===== config.mk =====
export PLATFORM = sky130hd
export DESIGN_NAME = external_program_rom_port
export DESIGN_NICKNAME = d
export VERILOG_FILES = /design/src/hdl/rom_port_pkg.sv /design/src/hdl/access_timer.sv /design/src/hdl/external_program_rom_port.sv
export SDC_FILE = /design/constraint.sdc
export NUM_CORES = 1
export LEC_CHECK = 0
export BUFFER_PORTS_ARGS = -buffer_cell sky130_fd_sc_hd__buf_2
export CORE_MARGIN = 10
export CORE_UTILIZATION = 56
export CTS_BUF_LIST = sky130_fd_sc_hd__clkbuf_16
export DETAILED_ROUTE_END_ITERATION = 12
export PLACE_DENSITY_LB_ADDON = 0.1
export SYNTH_ARGS = -nofsm -noshare
export SYNTH_HDL_FRONTEND = slang
export SYNTH_SLANG_ARGS = --single-unit

===== constraint.sdc =====
create_clock -name mclk -period 3.75 [get_ports mclk]
set_input_delay 0.375 -clock mclk [delete_from_list [all_inputs] [get_ports mclk]]
set_output_delay 0.375 -clock mclk [all_outputs]
set_load 0.03 [all_outputs]

===== src/hdl/rom_port_pkg.sv =====
/*
 * constants and types for the external program memory fetch port.
 * assumes a single 100 MHz clock and a synchronous active-low reset.
 */
package rom_port_pkg;
	localparam int ADDR_W = 15;
	localparam int DATA_W = 13;
	localparam int HIGH_W = 5;
	localparam int LOW_W  = 8;
	localparam logic [ADDR_W-1:0] RESET_ADDR = 15'h0000;
	localparam logic [DATA_W-1:0] RESET_WORD = 13'h0000;
	// cycles the address is held before data is sampled (100 ns access at 10 ns)
	localparam int ACCESS_NS = 100;
	localparam int CLK_NS    = 10;
	localparam int ACCESS_CYC = (ACCESS_NS + CLK_NS - 1) / CLK_NS;
	localparam logic [3:0] ACCESS_CNT = 4'(ACCESS_CYC - 1);
	localparam logic [3:0] CNT_ZERO   = 4'h0;
	// even/odd memory chosen by the lowest address bit
	localparam int EVEN_ODD_BIT = 0;

	typedef enum logic [2:0] {
		st_addr,
		st_high,
		st_low,
		st_exec,
		st_done
	} fetch_state_t;
endpackage


===== src/hdl/access_timer.sv =====
/*
 * access wait counter: counts down from a load value, flags zero.
 * assumes the loader pulses load for one cycle per access.
 */
`timescale 1ns/1ps
module access_timer
(
	input  wire logic       mclk,
	input  wire logic       resetn,
	input  wire logic       load,
	input  wire logic [3:0] load_value,
	output logic            expired
);
	import rom_port_pkg::*;
	logic [3:0] count_reg;

	always_ff @(posedge mclk)
	begin
		if (!resetn)
			count_reg <= CNT_ZERO;
		else if (load)
			count_reg <= load_value;
		else if (count_reg != CNT_ZERO)
			count_reg <= count_reg - 4'h1;
	end

	// expired must not look at load: the loader reloads on seeing expiry,
	// and gating with load would close a combinational loop
	assign expired = (count_reg == CNT_ZERO);
endmodule


===== src/hdl/external_program_rom_port.sv =====
/*
 * fetch engine for external program memory: drives the code address,
 * reads one wide word or two narrow halves, hands the instruction to
 * the core and marks instruction completion.
 * assumes the core answers exec_done and raises jump_valid with a jump target
 * in the cycle after it; inputs are synchronous to mclk.
 * limitation: a jump request outside that cycle is not seen.
 * narrow mode takes two access waits per word, so fetches run about half as fast.
 */
`timescale 1ns/1ps
module external_program_rom_port
(
	input  wire logic                             mclk,
	input  wire logic                             resetn,
	input  wire logic                             rom_bus_width_select,
	input  wire logic [rom_port_pkg::DATA_W-1:0]  code_data_bus,
	input  wire logic                             hold_n,
	input  wire logic                             jump_valid,
	input  wire logic [rom_port_pkg::ADDR_W-1:0]  jump_addr,
	input  wire logic                             exec_done,
	output logic      [rom_port_pkg::ADDR_W-1:0]  code_address_bus,
	output logic                                  word_half_select,
	output logic                                  even_odd_rom_select,
	output logic                                  instruction_done_strobe,
	output logic      [rom_port_pkg::DATA_W-1:0]  instr_word,
	output logic                                  instr_valid
);
	import rom_port_pkg::*;

	fetch_state_t      state_reg;
	fetch_state_t      state_next;
	logic [ADDR_W-1:0] pc_reg;
	logic [HIGH_W-1:0] high_part_reg;
	logic              wide_reg;
	logic              timer_load;
	logic              timer_expired;
	logic              high_done;
	logic              low_done;

	// ************************************************************
	// decoding helpers
	// ************************************************************
	// a read ends in the cycle its state sees the access wait run out
	function automatic logic read_done
	(
		input fetch_state_t cur,
		input fetch_state_t want,
		input logic         expired
	);
		read_done = (cur == want) && expired;
	endfunction

	// a jump replaces the step to the next word
	function automatic logic [ADDR_W-1:0] follow_addr
	(
		input logic              take_jump,
		input logic [ADDR_W-1:0] target,
		input logic [ADDR_W-1:0] current
	);
		follow_addr = take_jump ? target : current + 15'h0001;
	endfunction

	// the high part sits above the low part in the finished word
	function automatic logic [DATA_W-1:0] join_halves
	(
		input logic [HIGH_W-1:0] upper,
		input logic [LOW_W-1:0]  lower
	);
		join_halves = {upper, lower};
	endfunction

	// half select is high only for the whole of the low read
	function automatic logic low_half_next
	(
		input fetch_state_t nxt
	);
		low_half_next = (nxt == st_low);
	endfunction

	// ************************************************************
	// access timing
	// ************************************************************
	access_timer u_timer
	(
		.mclk       (mclk),
		.resetn     (resetn),
		.load       (timer_load),
		.load_value (ACCESS_CNT),
		.expired    (timer_expired)
	);

	assign high_done  = read_done(state_reg, st_high, timer_expired);
	assign low_done   = read_done(state_reg, st_low, timer_expired);

	// the low read reloads the wait in the same cycle the high read ends
	assign timer_load = (state_reg == st_addr) || (high_done && !wide_reg);

	// ************************************************************
	// sequencing
	// ************************************************************
	// hold_n only parks the engine between instructions; a fetch in flight finishes
	always_comb
	begin
		state_next = state_reg;
		case (state_reg)
			st_addr:
				if (hold_n)
					state_next = st_high;
			st_high:
				if (timer_expired)
					state_next = wide_reg ? st_exec : st_low;
			st_low:
				if (timer_expired)
					state_next = st_exec;
			st_exec:
				if (exec_done)
					state_next = st_done;
			st_done:
				state_next = st_addr;
			default:
				state_next = st_addr;
		endcase
	end

	always_ff @(posedge mclk)
	begin
		if (!resetn)
			state_reg <= st_addr;
		else
			state_reg <= state_next;
	end

	// the strap is latched per instruction so a change never splits a word
	always_ff @(posedge mclk)
	begin
		if (!resetn)
			wide_reg <= 1'b1;
		else if (state_reg == st_addr)
			wide_reg <= rom_bus_width_select;
	end

	// ************************************************************
	// address and selects
	// ************************************************************
	always_ff @(posedge mclk)
	begin
		if (!resetn)
			pc_reg <= RESET_ADDR;
		else if (state_reg == st_done)
			pc_reg <= follow_addr(jump_valid, jump_addr, pc_reg);
	end

	always_ff @(posedge mclk)
	begin
		if (!resetn)
			code_address_bus <= RESET_ADDR;
		else
			code_address_bus <= pc_reg;
	end

	// words at consecutive addresses alternate between the even and the odd memory
	always_ff @(posedge mclk)
	begin
		if (!resetn)
			even_odd_rom_select <= 1'b0;
		else
			even_odd_rom_select <= pc_reg[EVEN_ODD_BIT];
	end

	// held low in wide mode; memory must not use it then
	always_ff @(posedge mclk)
	begin
		if (!resetn)
			word_half_select <= 1'b0;
		else if (wide_reg)
			word_half_select <= 1'b0;
		else
			word_half_select <= low_half_next(state_next);
	end

	// ************************************************************
	// data capture
	// ************************************************************
	// high part rides on the lowest 5 lines in narrow mode
	always_ff @(posedge mclk)
	begin
		if (!resetn)
			high_part_reg <= 5'h00;
		else if (high_done)
			high_part_reg <= code_data_bus[HIGH_W-1:0];
	end

	always_ff @(posedge mclk)
	begin
		if (!resetn)
			instr_word <= RESET_WORD;
		else if (high_done && wide_reg)
			instr_word <= code_data_bus;
		else if (low_done)
			instr_word <= join_halves(high_part_reg, code_data_bus[LOW_W-1:0]);
	end

	// valid drops in the cycle the strobe rises
	always_ff @(posedge mclk)
	begin
		if (!resetn)
			instr_valid <= 1'b0;
		else
			instr_valid <= (state_next == st_exec);
	end

	// ************************************************************
	// completion
	// ************************************************************
	// one pulse per instruction: st_done always follows, so a long exec_done cannot repeat it
	always_ff @(posedge mclk)
	begin
		if (!resetn)
			instruction_done_strobe <= 1'b0;
		else
			instruction_done_strobe <= (state_reg == st_exec) && exec_done;
	end
endmodule


* Word level (Yosys, flattened, before mapping)
Cells that the tools add are included.
** Storage, ports and cells
- Bits of input ports :: 34
- Word-level logic and storage cells :: 46
- Register bits after elaboration :: 60
- Output and inout bits :: 32
** Cells by class
- Multiplexer cells :: 11
- Bitwise logic cells :: 1
- Reductions and logical operators :: 14
- Equal/unequal tests :: 6
- $add $sub $neg :: 2
** Operators with widths (number)
- $mux 13 :: 2
- $add 15x1->15 const B :: 1
- $mux 15 :: 1
- $eq 3x2->1 const B :: 4
- $mux 3 :: 4
- $pmux 3 s4 :: 1
- $mux 4 :: 2
- $logic_and 1x1->1 :: 5
- $logic_not 4->1 :: 1
- $reduce_bool 2->1 :: 2
- $reduce_bool 4->1 :: 1
- $reduce_or 2->1 :: 2
- $sub 4x1->4 const B :: 1
- $eq 3x1->1 const B :: 1
- $eq 3x3->1 const B :: 1
- $logic_not 3->1 :: 1
- $logic_not 1->1 :: 1
- $logic_or 1x1->1 :: 1
- $mux 1 :: 1
- $not 1->1 :: 1

* Longest topological paths before layout
Gate-level depths: netlist of the first run.
- Depth after elaboration :: 5
- Depth in mapped cells :: 7
- Gate-level depth less buffers :: 6

* Cells and area by module
Synthesis of the first run repeated with hierarchy kept, for this count alone.
** Unflattened totals
- Cells, all modules :: 286
- Area total of the unflattened synthesis :: 2562.5 sq um
** Modules (own cells, without submodules)
- external_program_rom_port :: cells an instance 263, instances 1, area an instance 2332.2 sq um, seq. area each 1101.1 sq um
- access_timer :: cells an instance 23, instances 1, area an instance 230.2 sq um, seq. area each 80.1 sq um

* Least setup slack after synthesis of the first run
No wires, ideal clock.
- Kind :: register to register
- Start :: register u_timer.count_reg[0]
- End :: register instr_word[10] in the netlist's numbering
- Period minus slack after synthesis :: 1.897 ns
- Path slack :: 1.853 ns
- Arrival time :: 1.779 ns
- Required time :: 3.632 ns
- Stages on the path, launching flop included :: 8
- Path buffers :: 1
- Path through :: dfxtp_1 -> inv_1 -> ha_1 -> or3b_4 -> or4b_4 -> buf_6 -> o21ai_2 -> a21oi_1
** On the way
- Longest elaborated chain between the ends :: 4
- Elaborated cells on any way between the ends :: 6
** Ends and longest elaborated chain
- start, declared :: line access_timer.sv:15 : logic [3:0] count_reg;
- start signal, assigned :: line access_timer.sv:22 : count_reg <= load_value;
- start signal, assigned :: line access_timer.sv:24 : count_reg <= count_reg - 4'h1;
- $logic_not 4->1 * :: line access_timer.sv:29 : assign expired = (count_reg == CNT_ZERO);
- $logic_and 1x1->1 :: line external_program_rom_port.sv:50 : read_done = (cur == want) && expired;
- $logic_and 1x1->1 :: line external_program_rom_port.sv:197 : else if (high_done && wide_reg)
- $mux 13 or $reduce_bool 2->1 (tied branches)
- end signal, assigned :: line external_program_rom_port.sv:198 : instr_word <= code_data_bus;
- end signal, assigned :: line external_program_rom_port.sv:200 : instr_word <= join_halves(high_part_reg, code_data_bus[LOW_W-1:0]);
- end, declared :: line external_program_rom_port.sv:25 : output logic [rom_port_pkg::DATA_W-1:0] instr_word,
Mark *: on every way between the ends. The rest lies on a longest branch, timed or not.
A chain may end at the register's enable or synchronous reset.

* Worst setup path after layout of the first run
- Start :: register state_reg[2]
- End :: register pc_reg[4]
** On the way
- Longest elaborated chain between the ends :: 1
** Ends and longest elaborated chain
- start, declared :: line external_program_rom_port.sv:30 : fetch_state_t state_reg;
- start signal, assigned :: line external_program_rom_port.sv:128 : state_reg <= st_addr;
- start signal, assigned :: line external_program_rom_port.sv:130 : state_reg <= state_next;
- $eq 3x3->1 :: line external_program_rom_port.sv:149 : else if (state_reg == st_done)
- end signal, assigned :: line external_program_rom_port.sv:150 : pc_reg <= follow_addr(jump_valid, jump_addr, pc_reg);
- end, declared :: line external_program_rom_port.sv:32 : logic [ADDR_W-1:0] pc_reg;
No other way between the ends.

==> reports/qor.csv, run 1 <==
stage,metric,value,unit
sta,min_period,2060,ps
final_layout,finalNetCount,372,
placed_design,place_hpwl,4200,um
drt,drt_first_iter_violations,158,
global_route,grt_pass1_vias,2107,
final_layout,register_area,1180,um2
placed_design,port_buffers,65,
clocking,clkLatencyLatePin,320,ps
floorplan,fp.dieW,87.3,um
drt,firstDrtPassIters,4,
sta,final.setup.tns,0,ps
synth,synth_nets,314,
sta,fmax,486,MHz
global_route,grt_max_degree,39,
worst_setup_path,crit_type,flop to flop,
placed_design,dp_cells,377,
drt,final_antenna_net_count,0,
synth,async_reset_ff_frac,0,
sta,setup_viol,0,
floorplan,pin_count,66,
global_route,grt_use_total,0.163,
worst_setup_path,max_stage_delay,970,ps
final_layout,final_common_cell,buf_2,
floorplan,die_area,7620,um2
drt,avgRoutedWirePerCell,15.4,um
final_layout,multi_input_area,1250,um2
sta,fin_skew,4.04,ps
flow_run,cap_violations,0,
worst_setup_path,endpoint_kind,flop,
final_layout,fillers,346,
pwr,finalPower,1.62,mW
worst_setup_path,critPathRequiredTime,3990,ps
pwr,p_per_area,519,nW/um2
worst_setup_path,cp-start-kind,flop,
clocking,post_cts_resized,0,
worst_setup_path,r2r_cells,3,
final_layout,most-common-layout-cells,"65 x buf_2, 59 x dfxtp_1, 27 x nor2_1",
clocking,clk_path_buf_depth,2,
clocking,numCtsBuffers,9,
outcome,outcome,finished clean,
sta,relSlewSlack,0.235,
sta,fin_crit_sh,0.549,
synth,synth_flop_cell,dfxtp_1,
worst_setup_path,critPathArrivalTime,2300,ps
final_layout,num_antenna_cells,0,
floorplan,row_count,24,
sta,hold_violations,0,
synth,synth_edf_count,0,
worst_setup_path,cp_max_fo,21,
drt,wl,6030,um
pwr,p_leak,1.32,nW
hold_path,min_path_type,input port to flop,
synth,syn_area,2540,um2
drt,via_per_inst,5.69,
clocking,cts_max_level,3,
synth,ys_ff_latch,59,
clocking,postCtsSetupBuffers,0,
drt,num_vias,2229,
floorplan,dieHeight,87.3,um
synth,yosys.cell_types.count,44,
worst_setup_path,path_cells,"nor3b_2, nand2_1, o22ai_1",
final_layout,drive_gt1_frac,0.265,
clocking,clkTransAtPathRegs,50,ps
floorplan,start_util,0.578,
clocking,root_buffer,clkbuf_16,
synth,synth_warnings,0,
worst_setup_path,crit_family,simple AND/OR/NAND/NOR gates,
clocking,ctsHoldBuffers,0,
worst_setup_path,slowest_stage,nor3b_2,
sta,maxSlewViolCount,0,
worst_setup_path,cp.depth,3,
clocking,tritoncts,done,
worst_setup_path,crit_buf_inv,0,
global_route,antenna_found_initial,0,
sta,worst_pin_slew,1140,ps
final_layout,synthToLayoutAreaGrowth,23.2,%
pwr,ir_drop,0.397,mV
global_route,grt_pass1_wl,9970,um
floorplan,coreArea,4380,um2
hold_path,hold_depth,3,
synth,yosysSeqAreaShare,0.466,
synth,synthCells,278,
drt,drc,0,
final_layout,final_cells,392,
clocking,clock_sinks,59,
synth,syn_area_per_cell,9.12,um2
global_route,overflow,0,
sta,rsz0062_at_grt,no,
placed_design,place_congestion,0.824,
cell type report:
type	count	area share
Clock inverter	6	0.0160
Clock buffer	9	0.0721
Timing Repair Buffer	65	0.104
Multi-Input combinational cell	193	0.400
Tap cell	52	0.0208
Sequential cell	59	0.378
Inverter	8	0.00961
worst register-to-register path, stage by stage (launching register included):
cell	delay [ps]
dfxtp_1	480
nor3b_2	970
nand2_1	310
o22ai_1	230
cells by family after synthesis:
| logic type | Yosys count | share of synthesized area |
|---|---|---|
| AOI/OAI and AO/OA | 55 | 0.147 |
| xor gates and xnor gates | 1 | 0.00345 |
| adders and majority gates | 2 | 0.00987 |
| buffers and inverters | 26 | 0.0439 |
| DFF | 59 | 0.466 |
| muxes | 24 | 0.0947 |
| and+or+nand+nor | 111 | 0.236 |
power by group:
group / internal (mW) / switching, mW
Clock: 0.497 / 0.249
Combinational: 0.0829 / 0.114
Sequential: 0.655 / 0.0232
Total: 1.24 / 0.387
metrics by stage:
| step | hold WS, ps | worst slack, ps | utilization | area (um2) |
|---|---|---|---|---|
| after floorplan | 452 | 1850 | - | 2540 |
| after global placement | 470 | 1780 | 0.650 | 2850 |
| after detailed placement | 479 | 1730 | 0.650 | 2850 |
| after CTS | 269 | 1730 | 0.713 | 3130 |
| after global routing | 277 | 1440 | 0.713 | 3130 |
| final | 276 | 1690 | 0.713 | 3130 |
layer usage:
layer  GRT usage  up-vias  share of wire
met5           0        -              0
met4      0.0826        0          0.011
met3      0.0777        7          0.095
met2       0.227       77           0.45
met1       0.204     1032           0.44
li1            -     1113              -
Yosys cell counts (all sizes together), types with 3 or more instances:
cell type	count	area [um2]
dfxtp	59	1180
and2	12	75.1
o21ai	13	83.8
or4b	3	37.5
mux2i	24	240
a21oi	17	96.4
nor2	28	108
nand2	16	60.1
nand2b	3	18.8
o2bb2ai	5	43.8
buf	7	40.0
a22oi	3	22.5
nand4	4	25.0
clkbuf	11	41.3
a31oi	7	43.8
nor3	11	55.1
inv	8	30.0
or3	4	25.0
nand3	9	45.0
nor2b	4	25.0
nor4	8	50.1
worst paths after layout:
| check | startpoint | endpoint | slack, ps |
|---|---|---|---|
| max | state_reg[2] | pc_reg[4] | 1690 |
| min | rom_bus_width_select | wide_reg | 280 |
| max reg2reg | state_reg[2] | pc_reg[4] | 1690 |
| min reg2reg | instr_word[1] | instr_word[1] | 490 |
Power figures use the tool's default switching activity.
==> run 2, diff against run 1 <==
- CORE_UTILIZATION: 56 -> 52
- clock period: 3.75 -> 1.97 ns (I/O delays scaled with it)
==> run 2 against run 1 <==
  * Sequential power up 90%
  * Sequential share of layout area down 1.6 points
  * Clock power up 91%
==> reports/qor.csv, run 2 (same netlist as run 1, synthesis figures left out) <==
stage,metric,value,unit
clocking,clock_sinks,59,
floorplan,pin_count,66,
global_route,grt_pass1_vias,2192,
worst_setup_path,max_stage_delay,560,ps
global_route,grt_pass1_wl,10300,um
final_layout,postLayoutCoreUtil,0.691,
worst_setup_path,cp-start-kind,flop,
clocking,postCtsSetupBuffers,0,
outcome,outcome,finished clean,
global_route,grt_use_met2,0.222,
hold_path,min_to,wide_reg,
drt,drc,0,
sta,hold_violations,0,
final_layout,finalNetCount,384,
global_route,grt_max_degree,25,
pwr,finalPower,3.15,mW
drt,firstDrtPassIters,4,
hold_path,worstHoldStart,rom_bus_width_select,
drt,via_per_inst,5.49,
worst_setup_path,r2r_cells,6,
worst_setup_path,endpoint_kind,flop,
worst_setup_path,path_cells,"inv_1, ha_2, or3b_4, or4b_4, o21ai_2, a21oi_1",
sta,worst_pin_slew,485,ps
worst_setup_path,crit_type,flop to flop,
clocking,tritoncts,done,
final_layout,num_antenna_cells,0,
placed_design,dp_cells,403,
clocking,numCtsBuffers,9,
drt,final_antenna_net_count,0,
sta,holdWs,88.6,ps
final_layout,final_cells,419,
sta,min_period,1900,ps
clocking,clkLatencyLatePin,320,ps
drt,num_vias,2301,
clocking,cts_max_level,3,
clocking,clk_path_buf_depth,2,
flow_run,cap_violations,0,
hold_path,min_path_type,input port to flop,
floorplan,fp.dieW,89.8,um
placed_design,place_hpwl,4390,um
floorplan,start_util,0.537,
sta,relSlewSlack,0.674,
floorplan,row_count,25,
worst_setup_path,cp_max_fo,7,
pwr,p_leak,1.38,nW
pwr,ir_drop,0.723,mV
placed_design,port_buffers,65,
sta,fin_skew,5.89,ps
global_route,use_met1,0.188,
sta,maxSlewViolCount,0,
global_route,overflow,0,
final_layout,synthToLayoutAreaGrowth,28.8,%
final_layout,multi_input_area,1270,um2
worst_setup_path,slowest_stage,or4b_4,
floorplan,coreArea,4720,um2
worst_setup_path,critPathArrivalTime,2100,ps
drt,wl,6390,um
global_route,grt_use_total,0.153,
worst_setup_path,r2r_setup_slack,70,ps
hold_path,hold_depth,3,
clocking,root_buffer,clkbuf_16,
global_route,antenna_found_initial,0,
clocking,clkTransAtPathRegs,50,ps
drt,drt_first_iter_violations,207,
floorplan,die_area,8070,um2
global_route,gr-usage-met3,0.0815,
final_layout,most-common-layout-cells,"65 x buf_2, 59 x dfxtp_1, 27 x nor2_1",
pwr,p_per_area,963,nW/um2
sta,fmax,527,MHz
floorplan,dieHeight,89.8,um
sta,fin_crit_sh,0.962,
drt,avgRoutedWirePerCell,15.3,um
final_layout,drive_gt1_frac,0.295,
global_route,grt_busiest_layer,met2,
final_layout,fillers,375,
final_layout,final_common_cell,buf_2,
placed_design,place_congestion,0.850,
sta,setup_viol,0,
final_layout,register_area,1180,um2
worst_setup_path,r2r-end,instr_word[9],
worst_setup_path,r2r_start,u_timer.count_reg[0],
worst_setup_path,critPathRequiredTime,2180,ps
run 2: final cells by class:
class / instances / area share
Multi-Input combinational cell: 194 / 0.390
Clock buffer: 9 / 0.0690
Tap cell: 67 / 0.0257
Clock inverter: 6 / 0.0153
Inverter: 8 / 0.00920
Timing Repair Buffer: 76 / 0.129
Sequential cell: 59 / 0.362
run 2: power by group:
part	internal [mW]	total (mW)	switching, mW
combinational	0.187	0.422	0.235
sequential	1.25	1.29	0.0419
clock	0.947	1.43	0.487
run 2: what timing repair did:
| action | CTS | global route |
|---|---|---|
| gates resized for setup | 0 | 4 |
| setup endpoints to repair | 0 | 11 |
| hold buffers | 0 | 0 |
run 2: stage by stage:
step / setup WS, ps / TNS, ps / area [um2]
after floorplan: 73.0 / 0 / 2540
after global placement: 55.4 / 0 / 2960
after detailed placement: 23.1 / 0 / 2960
after CTS: 14.4 / 0 / 3240
after global routing: -0.798 / -0.798 / 3270
final: 74.1 / 0 / 3270
run 2: critical path, delay by kind of cell, from the launching register on:
family / cells / cell delay (ps)
simple gates: 2 / 980
flops: 1 / 300
fa+ha+maj: 1 / 230
compound gates: 2 / 190
buf+inv: 1 / 80
run 2: worst max-delay path by stage:
stage | from | cells after the start | slack (ps) | endpoint
after floorplan | u_timer.count_reg[0] | 7 | 70 | instr_word[10]
after global placement | u_timer.count_reg[0] | 6 | 60 | instr_word[10]
final | u_timer.count_reg[0] | 6 | 70 | instr_word[9]
after detailed placement | u_timer.count_reg[0] | 6 | 20 | instr_word[8]
after CTS | u_timer.count_reg[0] | 6 | 10 | instr_word[9]
after global routing | u_timer.count_reg[0] | 6 | -0.8 | instr_word[9]
run 2: routing by layer:
| metal | wire length (um) | up-vias |
|---|---|---|
| met4 | 78 | 0 |
| met2 | 2760 | 75 |
| li1 | - | 1143 |
| met3 | 577 | 7 |
| met1 | 2980 | 1076 |
| met5 | 0 | - |
